## src/design/adc_out_pkg.sv

```systemverilog
// Shared constants for the converter sample output and configuration block
package adc_out_pkg;
   localparam int WORD_W = 12;
   localparam int MV_W = 16;
   localparam logic [11:0] CODE_MAX = 12'hFFF;
   localparam logic [11:0] CODE_MID = 12'h800;
   localparam logic [11:0] CODE_MIN = 12'h000;
   localparam logic [15:0] SPAN_SMALL_MV = 16'h07D0;
   localparam logic [15:0] SPAN_LARGE_MV = 16'h0BB8;
   localparam logic [15:0] SPAN_FLOOR_MV = 16'h0001;
   localparam logic RANGE_PULL = 1'b0;
   localparam logic REFSRC_PULL = 1'b1;
   localparam int SYNC_STAGES = 2;
   localparam int REF_LAT_CYCLES = 9;
   localparam int REF_DLY_STAGES = REF_LAT_CYCLES - SYNC_STAGES;
   localparam int PIPE_DEPTH = 6;
   localparam int CLK_PERIOD_NS = 20;
   localparam int FIFO_W = WORD_W + 1;
endpackage

```

## src/design/adc_sample_output.sv

```systemverilog
// Digital side of the 12-bit converter: sampling, coding, over-range and configuration
//
// Summary of operation
// - Each sample is taken on the rising edge of the sample clock.
// - Over-range flag travels with its own sample word through the pipeline.
// - Flag is low when the sample lies inside the selected range.
// - Flag is high when the sample exceeds the selected range.
// - Words are straight offset binary: all ones, midpoint 800, all zeros.
// - Internal reference: range pin low gives small span, high gives large.
// - Range pin is pulled down, so open pin gives the small span.
// - In external reference mode the range pin has no effect.
// - Reference select high means external reference, low means internal.
// - Reference select is pulled up, so open pin means external reference.
// - External reference changes show in results after nine sample clocks.
`timescale 1ns/10ps
module adc_sample_output
   import adc_out_pkg::*;
(
   // Clock, reset, enable
   input wire logic clk,
   input wire logic rst_b,
   input wire logic clkEn,
   // Analog proxies in millivolts
   input wire logic signed [MV_W-1:0] diffInMv,
   input wire logic [MV_W-1:0] refTopMv,
   input wire logic [MV_W-1:0] refBotMv,
   // Configuration pins, each with a driven indication
   input wire logic rangeSelectPin,
   input wire logic rangeSelectPinDriven,
   input wire logic referenceSourceSelect,
   input wire logic referenceSourceSelectDriven,
   // Sample output
   output logic [WORD_W-1:0] sampleWord,
   output logic overrangeFlag,
   output logic sampleValid,
   input wire logic sampleReady
);
   // Pin levels after the pull networks
   wire logic rangeLevel = rangeSelectPinDriven ? rangeSelectPin : RANGE_PULL;
   wire logic refLevel = referenceSourceSelectDriven ? referenceSourceSelect : REFSRC_PULL;

   logic [SYNC_STAGES-1:0] rangeSync_r;
   logic [SYNC_STAGES-1:0] refSync_r;
   logic signed [MV_W-1:0] diffMeta_r;
   logic signed [MV_W-1:0] heldSample_r;
   logic [MV_W-1:0] topMeta_r;
   logic [MV_W-1:0] topSync_r;
   logic [MV_W-1:0] botMeta_r;
   logic [MV_W-1:0] botSync_r;
   logic [MV_W-1:0] extDly_r [REF_DLY_STAGES];
   logic [WORD_W:0] pipe_r [PIPE_DEPTH];
   logic [PIPE_DEPTH-1:0] pipeValid_r;
   logic [3:0] enRun_r;
   logic fifoInReady;

   // The second stage of the sample path is the track-and-hold capture
   always_ff @(posedge clk) begin
      if (!rst_b) begin
         rangeSync_r <= '0;
         refSync_r <= '0;
         diffMeta_r <= '0;
         heldSample_r <= '0;
         topMeta_r <= '0;
         topSync_r <= '0;
         botMeta_r <= '0;
         botSync_r <= '0;
      end else if (clkEn) begin
         rangeSync_r <= {rangeSync_r[0], rangeLevel};
         refSync_r <= {refSync_r[0], refLevel};
         diffMeta_r <= diffInMv;
         heldSample_r <= diffMeta_r;
         topMeta_r <= refTopMv;
         topSync_r <= topMeta_r;
         botMeta_r <= refBotMv;
         botSync_r <= botMeta_r;
      end
   end

   wire logic rangeLarge = rangeSync_r[SYNC_STAGES-1];
   wire logic refExternal = refSync_r[SYNC_STAGES-1];

   // External span, with a floor so a crossed pair never divides by zero
   wire logic signed [MV_W:0] extDiff = $signed({1'b0, topSync_r}) - $signed({1'b0, botSync_r});
   wire logic [MV_W-1:0] extSpanRaw = (extDiff > 0) ? extDiff[MV_W-1:0] : SPAN_FLOOR_MV;

   // Reference delay line; it keeps running during output stalls
   always_ff @(posedge clk) begin
      if (!rst_b) begin
         for (int i = 0; i < REF_DLY_STAGES; i++) begin
            extDly_r[i] <= SPAN_SMALL_MV;
         end
      end else if (clkEn) begin
         extDly_r[0] <= extSpanRaw;
         for (int i = 1; i < REF_DLY_STAGES; i++) begin
            extDly_r[i] <= extDly_r[i-1];
         end
      end
   end

   wire logic [MV_W-1:0] extSpan = extDly_r[REF_DLY_STAGES-1];
   wire logic [MV_W-1:0] intSpan = rangeLarge ? SPAN_LARGE_MV : SPAN_SMALL_MV;
   wire logic [MV_W-1:0] activeSpan = refExternal ? extSpan : intSpan;

   // Offset binary conversion on doubled values, so an odd span keeps an exact midpoint
   wire logic signed [MV_W+1:0] offs = $signed({heldSample_r[MV_W-1], heldSample_r, 1'b0})
      + $signed({2'b00, activeSpan});
   wire logic below = offs < 0;
   wire logic above = offs >= $signed({1'b0, activeSpan, 1'b0});
   wire logic [MV_W+WORD_W:0] scaled = {offs[MV_W:0], CODE_MIN};
   wire logic [MV_W+WORD_W:0] quot = scaled / {{WORD_W{1'b0}}, activeSpan, 1'b0};
   wire logic convOvr = below || above;
   wire logic [WORD_W-1:0] convCode = below ? CODE_MIN :
      (above ? CODE_MAX : quot[WORD_W-1:0]);

   // Pipeline advances only on enabled cycles when the buffer can accept, so no word is dropped
   wire logic advance = clkEn && fifoInReady;

   always_ff @(posedge clk) begin
      if (!rst_b) begin
         pipeValid_r <= '0;
         for (int i = 0; i < PIPE_DEPTH; i++) begin
            pipe_r[i] <= '0;
         end
      end else if (advance) begin
         pipe_r[0] <= {convOvr, convCode};
         pipeValid_r <= {pipeValid_r[PIPE_DEPTH-2:0], 1'b1};
         for (int i = 1; i < PIPE_DEPTH; i++) begin
            pipe_r[i] <= pipe_r[i-1];
         end
      end
   end

   logic [FIFO_W-1:0] fifoOut;

   two_entry_buffer #(
      .W(FIFO_W)
   ) u_two_entry_buffer (
      .clk(clk),
      .rst_b(rst_b),
      .clkEn(clkEn),
      .inValid(pipeValid_r[PIPE_DEPTH-1] && advance),
      .inData(pipe_r[PIPE_DEPTH-1]),
      .inReady(fifoInReady),
      .outValid(sampleValid),
      .outData(fifoOut),
      .outReady(sampleReady)
   );

   // Flag and word leave the buffer as one register
   assign overrangeFlag = fifoOut[WORD_W];
   assign sampleWord = fifoOut[WORD_W-1:0];

   // Helper: consecutive enabled cycles, saturating
   always_ff @(posedge clk) begin
      if (!rst_b) begin
         enRun_r <= 4'h0;
      end else begin
         enRun_r <= clkEn ? ((enRun_r == 4'hF) ? enRun_r : enRun_r + 4'h1) : 4'h0;
      end
   end

   property p_mid_code;
      @(posedge clk) disable iff (!rst_b)
      (advance && heldSample_r == 0) |=> (pipe_r[0] == {1'b0, CODE_MID});
   endproperty
   a_mid_code: assert property (p_mid_code)
      else $error("Zero input did not give midpoint code");

   property p_neg_fs;
      @(posedge clk) disable iff (!rst_b)
      (advance && offs == 0) |=> (pipe_r[0] == {1'b0, CODE_MIN});
   endproperty
   a_neg_fs: assert property (p_neg_fs)
      else $error("Negative full scale did not give zero code");

   property p_ovr_high;
      @(posedge clk) disable iff (!rst_b)
      (advance && above) |=> (pipe_r[0] == {1'b1, CODE_MAX});
   endproperty
   a_ovr_high: assert property (p_ovr_high)
      else $error("Input above range not flagged");

   property p_ovr_low;
      @(posedge clk) disable iff (!rst_b)
      (advance && !below && !above) |=> !pipe_r[0][WORD_W];
   endproperty
   a_ovr_low: assert property (p_ovr_low)
      else $error("In-range input flagged");

   property p_flag_aligned;
      @(posedge clk) disable iff (!rst_b)
      (sampleValid && overrangeFlag) |-> (sampleWord == CODE_MAX || sampleWord == CODE_MIN);
   endproperty
   a_flag_aligned: assert property (p_flag_aligned)
      else $error("Flag separated from its sample word");

   property p_int_range;
      @(posedge clk) disable iff (!rst_b)
      (clkEn && rangeSelectPinDriven && rangeSelectPin && referenceSourceSelectDriven
      && !referenceSourceSelect) [*3] |-> (activeSpan == SPAN_LARGE_MV);
   endproperty
   a_int_range: assert property (p_int_range)
      else $error("Internal span does not follow range pin");

   property p_open_pins;
      @(posedge clk) disable iff (!rst_b)
      (clkEn && !referenceSourceSelectDriven) [*3]
      |-> (refExternal && activeSpan == extSpan);
   endproperty
   a_open_pins: assert property (p_open_pins)
      else $error("Open reference pin did not select external mode");

   property p_open_range;
      @(posedge clk) disable iff (!rst_b)
      (clkEn && !rangeSelectPinDriven && referenceSourceSelectDriven && !referenceSourceSelect)
      [*3] |-> (activeSpan == SPAN_SMALL_MV);
   endproperty
   a_open_range: assert property (p_open_range)
      else $error("Open range pin did not give small span");

   property p_ext_ignores_range;
      @(posedge clk) disable iff (!rst_b)
      (refExternal && $stable(refExternal) && $changed(rangeLarge) && $stable(extSpan))
      |-> $stable(activeSpan);
   endproperty
   a_ext_ignores_range: assert property (p_ext_ignores_range)
      else $error("Range pin changed span in external mode");

   property p_ref_latency;
      @(posedge clk) disable iff (!rst_b)
      (enRun_r >= 4'd9) |-> (extSpan == $past(extSpanRaw, REF_DLY_STAGES));
   endproperty
   a_ref_latency: assert property (p_ref_latency)
      else $error("External reference latency wrong");

   c_overrange: cover property (@(posedge clk) disable iff (!rst_b)
      sampleValid && sampleReady && overrangeFlag);
   c_stall: cover property (@(posedge clk) disable iff (!rst_b)
      sampleValid && !sampleReady ##1 !fifoInReady);
   c_external: cover property (@(posedge clk) disable iff (!rst_b)
      refExternal && sampleValid && sampleReady);
   c_large: cover property (@(posedge clk) disable iff (!rst_b)
      !refExternal && rangeLarge && sampleValid);
endmodule // adc_sample_output

```

## src/design/two_entry_buffer.sv

```systemverilog
// Two-entry buffer with valid and ready on both sides, registered outputs
`timescale 1ns/10ps
module two_entry_buffer #(
   parameter int W = 13
) (
   // Clock and reset
   input wire logic clk,
   input wire logic rst_b,
   input wire logic clkEn,
   // Fill side
   input wire logic inValid,
   input wire logic [W-1:0] inData,
   output logic inReady,
   // Drain side
   output logic outValid,
   output logic [W-1:0] outData,
   input wire logic outReady
);
   logic [1:0] count_r;
   logic [1:0] count_nxt;
   logic [W-1:0] tail_r;
   wire logic push = inValid && inReady;
   wire logic pop = outValid && outReady;

   always_comb begin
      count_nxt = count_r;
      if (push && !pop) begin
         count_nxt = count_r + 2'd1;
      end else if (pop && !push) begin
         count_nxt = count_r - 2'd1;
      end
   end

   always_ff @(posedge clk) begin
      if (!rst_b) begin
         count_r <= 2'd0;
         outValid <= 1'b0;
         inReady <= 1'b0;
         outData <= '0;
         tail_r <= '0;
      end else if (clkEn) begin
         count_r <= count_nxt;
         outValid <= (count_nxt != 2'd0);
         inReady <= (count_nxt != 2'd2);
         if (pop) begin
            outData <= (count_r == 2'd2) ? tail_r : inData;
         end else if (push && count_r == 2'd0) begin
            outData <= inData;
         end
         if (push && (count_r == 2'd2 || (count_r == 2'd1 && !pop))) begin
            tail_r <= inData;
         end
      end
   end

   // A stalled word must hold still until the receiver takes it
   property p_hold_on_stall;
      @(posedge clk) disable iff (!rst_b)
      (outValid && !outReady) |=> (outValid && $stable(outData));
   endproperty
   a_hold_on_stall: assert property (p_hold_on_stall)
      else $error("Buffer output changed while stalled");

   property p_full_refuses;
      @(posedge clk) disable iff (!rst_b)
      (count_r == 2'd2) |-> !inReady;
   endproperty
   a_full_refuses: assert property (p_full_refuses)
      else $error("Buffer accepts while full");
endmodule // two_entry_buffer

```

## config.mk

```make
export PLATFORM = sky130hd
export DESIGN_NAME = adc_sample_output
export DESIGN_NICKNAME = d
export VERILOG_FILES = /design/src/design/adc_out_pkg.sv /design/src/design/adc_sample_output.sv /design/src/design/two_entry_buffer.sv
export SDC_FILE = /design/constraint.sdc
export NUM_CORES = 1
export LEC_CHECK = 0
export ABC_AREA = 1
export BUFFER_PORTS_ARGS = -buffer_cell sky130_fd_sc_hd__buf_2
export CELL_PAD_IN_SITES_DETAIL_PLACEMENT = 0
export CELL_PAD_IN_SITES_GLOBAL_PLACEMENT = 1
export CORE_MARGIN = 4
export CORE_UTILIZATION = 50
export DETAILED_ROUTE_END_ITERATION = 10
export HOLD_SLACK_MARGIN = 0.1
export PLACE_DENSITY = 0.91
export SYNTH_ARGS = -nofsm -noshare
export SYNTH_HDL_FRONTEND = slang
export SYNTH_SLANG_ARGS = --single-unit
```

## constraint.sdc

```tcl
create_clock -name clk -period 96.9 [get_ports clk]
set_input_delay 19.38 -clock clk [delete_from_list [all_inputs] [get_ports clk]]
set_output_delay 19.38 -clock clk [all_outputs]
set_load 0.02 [all_outputs]
```

Word-level counts from Yosys, hierarchy flattened
Memories as Yosys holds them, arrays and structs flattened.
Index checks and enable logic that the tools add are counted.

word-level totals
  bits in registers = 136
  RAM bits = 190
  input port bits = 56
  output and inout bits = 14
  word-level logic and storage cells = 90
  memories kept = 2

operators by class
  add/sub/neg operators = 4
  divide/modulo/power cells = 1
  $lt $le $gt $ge = 3
  equality and inequality tests = 3
  mux-type cells = 32
  bitwise logic cells = 13
  reduce and logical (&&, ||, !) cells = 18

memory list
  memory    words  bits a word  read ports  clocked after Yosys merged registers in  write ports  line                     RTL
  extDly_r  7      16           7           0                                        7            adc_sample_output.sv:50  logic [MV_W-1:0] extDly_r [REF_DLY_STAGES];
  pipe_r    6      13           6           0                                        6            adc_sample_output.sv:51  logic [WORD_W:0] pipe_r [PIPE_DEPTH];

operators with widths
  operator               count
  $mux W16               9
  $mux W13               9
  $mux W12               3
  $div A29 B17 Y29       1
  $add A17 B17 Y18       1
  $ge A18 B18 Y1         1
  $lt A18 B1 Y1 const B  1
  $gt A17 B1 Y1 const B  1
  $sub A16 B16 Y17       1
  $or A1 B1 Y1           13
  $logic_and A1 B1 Y1    9
  $mux W1                9
  $mux W2                2
  $reduce_and A2 Y1      2
  $reduce_bool A2 Y1     2
  $add A2 B1 Y2 const B  1
  $eq A2 B1 Y1 const B   1
  $eq A2 B2 Y1 const B   1
  $logic_not A1 Y1       2
  $logic_not A2 Y1       1
  $logic_or A1 B1 Y1     2
  $ne A2 B2 Y1 const B   1
  $sub A2 B1 Y2 const B  1

Logic depth before layout (Yosys ltp)
  word-level depth = 8
  depth in mapped cells = 455
  depth with buffers taken out = 425

Modules after synthesis
A second synthesis with hierarchy kept.

second synthesis, totals
  cells, all modules = 4756
  area, all modules = 34126.5 µm²

by module, submodules not included
  module             instances  cells an instance  area each (µm²)  sequential area each (µm²)
  adc_sample_output  1          4584               32819.0          7827.5
  two_entry_buffer   1          172                1307.5           600.6

Worst setup path before layout
OpenSTA, ideal clock, no wires.

  path type = register to register
  from = register refSync_r[1]
  to = memory pipe_r[0][0] (netlist bit), data pin
  data arrival time = 60.398 ns
  data required time = 96.643 ns
  path slack = 36.244 ns
  cell stages (with the launch flop) = 425
  path buffers = 37
  cell sequence = dfxtp_1 -> buf_6 -> buf_12 -> nor2_4 -> a21oi_1 -> inv_1 -> ha_1 -> a21oi_1 -> nor2_1 -> nor2_1 -> nand2_2 -> nand3_1 -> nand3_1 -> and2_4 -> ha_1 -> nor2_1 -> nor2_1 -> nand2_1 -> (+389 left out) -> buf_8 -> buf_8 -> a31oi_1 -> ha_1 -> a21oi_1 -> o21ai_0 -> a21oi_1 -> nor2_1 -> nor2_1 -> o21ai_0 -> nand3_1 -> nand2_1 -> a2111oi_0 -> nand3_1 -> nor2_1 -> nand2_1 -> nor2_1 -> a21oi_1

RTL lines
  what                    line                     RTL
  from (decl)             adc_sample_output.sv:43  logic [SYNC_STAGES-1:0] refSync_r;
  from (signal assigned)  adc_sample_output.sv:69  refSync_r <= {refSync_r[0], refLevel};
  to (decl)               adc_sample_output.sv:51

==> out/metrics.csv <==
stage;metric;value;unit
finish;layout_commonest_cell;nand2_1;
die;dieArea;72530;um2
timing;finalCritPeriodShare;0.7051;
timing;worstMarginPinSlew;1.116;ns
synth;yosysSeqAreaShare;0.2468;
timing;report.final.slew_viol_count;0;
critical_path;r2r_cells;396;
critical_path;crit_start;refSync_r[1]$_SDFFE_PN0P_;
global_routing;grt_pass1_wl;144300;um
synth;ys_seq_elements;326;
critical_path;crit_slowest_cell;dfxtp_1;
die;io_pins;70;
timing;setup_viol;0;
critical_path;r2r_start;refSync_r[1]$_SDFFE_PN0P_;
critical_path;crit_path_max_fanout;34;
synth;yosysUniqueCellTypes;81;
global_routing;grt_max_degree;95;
critical_path;critPathCapture;pipe_r[0][0]$_SDFFCE_PP0P_;
run;drv_cap;0;
hold_path;min_from;u_two_entry_buffer.tail_r[10]$_SDFFE_PN0P_;
clock_tree;numCtsBuffers;30;
global_routing;antenna_found_initial;0;
drt;via_per_inst;5.336;
critical_path;cp.depth;396;
synth;yosysWarningCount;0;
drt;drc;0;
synth;synth_enable_flop_cells;190;
placed_design;dp_hpwl;67760;um
clock_tree;clkSinkCount;326;
drt;drt_iter0_drc;1968;
die;fp-row-count;95;
critical_path;cp_data_arrival_time;68.66;ns
critical_path;worstPathRequired;97.24;ns
clock_tree;clk_pin_slew_worst_paths;0.08;ns
placed_design;gp_congestion;0.9160;
die;core_area;67400;um2
critical_path;r2r_end;pipe_r[0][0]$_SDFFCE_PP0P_;
die;die_h;269.3;um
global_routing;grt_pass1_vias;28842;
die;initial_core_util;0.5066;
drt;wire_per_inst;15.61;um
synth;syn_avg_cell_area;7.089;um2
critical_path;critPathMaxStageDelay;1.06;ns
die;chipWidth;269.3;um
timing;fin_setup_tns;0;ns
clock_tree;postCtsSetupBuffers;0;
critical_path;critPathKind;reg -> reg;
critical_path;crit_top_cell;inv_1;
timing;final-hold-violation-count;0;
hold_path;hold_path.class;reg -> reg;
finish;area_growth;5.849;%
synth;ys_async_sr_fraction;0;
synth;synthesis.area;34140;um2
finish;mostFrequentLayoutCells;nand2_1 (901), inv_1 (717), nor2_1 (384);
clock_tree;h-tree-depth;1;
timing;max-slew-margin-rel;0.2558;
timing;fmax;14.64;MHz
clock_tree;ctsResizeCount;0;
critical_path;path_delay_family;compound AO/OA/AOI/OAI gates;
drt;vias;30563;
critical_path;start_kind;register;
synth;syn-instance-count;4816;
global_routing;track_usage;0.2360;
finish;diodes;0;
clock_tree;clk_latency;0.58;ns
clock_tree;cts_tree;yes;
drt;drt-total-wl;89430;um
finish;drive_gt1_frac;0.1238;
critical_path;r2r_slack;28.58;ns
finish;n_fill_cell;6638;
global_routing;gr-total-overflow;0;
timing;rsz0062_at_grt;no;
synth;synth_nets;5229;
clock_tree;cts-hold-fix-buffers;0;
run_status;status;completed;
timing;min_period;68.32;ns
critical_path;cp_num_buf_inv;56;
drt;first_pass_iters;5;
clock_tree;clockBufferDepth;3;
critical_path;crit_path_end_kind;register;
placed_design;port_buffers;69;
drt;antenna_left;0;
clock_tree;cts-root-buf;clkbuf_16;
timing;skew;0.01656;ns
finish;nets;5244;
synth;synth-main-ff-cell;edfxtp_1;
[logic make-up (layout without fill, tap and decap cells)]
kind of cell / Yosys count / count (layout) / share of synthesized area
adders and majority gates: 357 / 357 / 0.1310
AOI/OAI and AO/OA: 943 / 943 / 0.1560
buffers and inverters: 879 / 918 / 0.1065
and+or+nand+nor: 2028 / 2028 / 0.2865
DFF: 326 / 326 / 0.2468
xor gates and xnor gates: 280 / 280 / 0.07227
muxes: 3 / 3 / 0.0008795
[state kept, by name (all words and copies together), names as in the netlist, 16 cells and up]
name and flops:
diffMeta_r 16, extDly_r 112, botMeta_r 16, heldSample_r 16
topSync_r 16, topMeta_r 16, botSync_r 16, pipe_r 78
[routing by layer]
layer,share of wire,vias to the layer above,track usage
met1,0.45,13802,0.3068
met2,0.47,662,0.4168
li1,-,15910,-
met4,0.036,0,0.07606
met3,0.043,189,0.01920
met5,0,-,0
[worst min-delay path by stage]
stage                                                      end  slack, ns  cells past startpoint
finish              u_two_entry_buffer.tail_r[10]$_SDFFE_PN0P_       0.45                      2
global route         u_two_entry_buffer.tail_r[5]$_SDFFE_PN0P_       0.48                      2
CTS                 u_two_entry_buffer.tail_r[10]$_SDFFE_PN0P_       0.45                      2
detailed placement  u_two_entry_buffer.tail_r[10]$_SDFFE_PN0P_       0.45                      2
global placement     u_two_entry_buffer.tail_r[3]$_SDFFE_PN0P_       0.44                      2
floorplan           u_two_entry_buffer.tail_r[10]$_SDFFE_PN0P_       0.43                      2
[synth_stat cells, drive strengths merged, types with 22 or more instances]
cell,count,area [um2]
or2,83,521.8
ha,356,4454
o22ai,27,168.9
a31oi,22,137.6
nor2,438,1918
nor3,43,235.2
buf,30,312.8
nand3,264,1599
xor2,163,1443
a21o,29,217.7
edfxtp,190,5705
dfxtp,136,2723
xnor2,117,1025
o21ai,413,2142
a21oi,325,1664
clkbuf,72,330.3
inv,755,2862
nand2,1087,4746
o21bai,42,315.3
nand4,69,444.2
[worst min-delay path: stages, from the launching register on]
cell	delay [ns]
dfxtp_1	0.30
inv_1	0.06
a21oi_1	0.05
[area by class of cell]
type	instances	area [um2]	area share
timing repair buffer	89	495.5	0.01371
multi-input combinational	3611	22140	0.6126
clock buffer	46	945.9	0.02617
clock inverter	10	83.83	0.002320
sequential	326	8428	0.2332
inverter	773	2955	0.08178
tap	873	1092	0.03022
[stage by stage]
step             util  hold WS [ns]  instance area, um2  std cells  setup WS (ns)
4_1_cts        0.5362        0.4547               36140       5728          29.13
2_1_floorplan       -        0.4300               34140       4816          36.24
3_5_place_dp   0.5210        0.4451               35110       5672          29.32
5_1_grt        0.5362        0.4752               36140       5728          20.85
3_3_place_gp   0.5210        0.4409               35110       5672          31.39
6_report       0.5362        0.4550               36140       5728          28.58
Power is left out: the tool's default activity adds up to more than one toggle a clock period on the data nets, which glitch-free logic cannot reach.
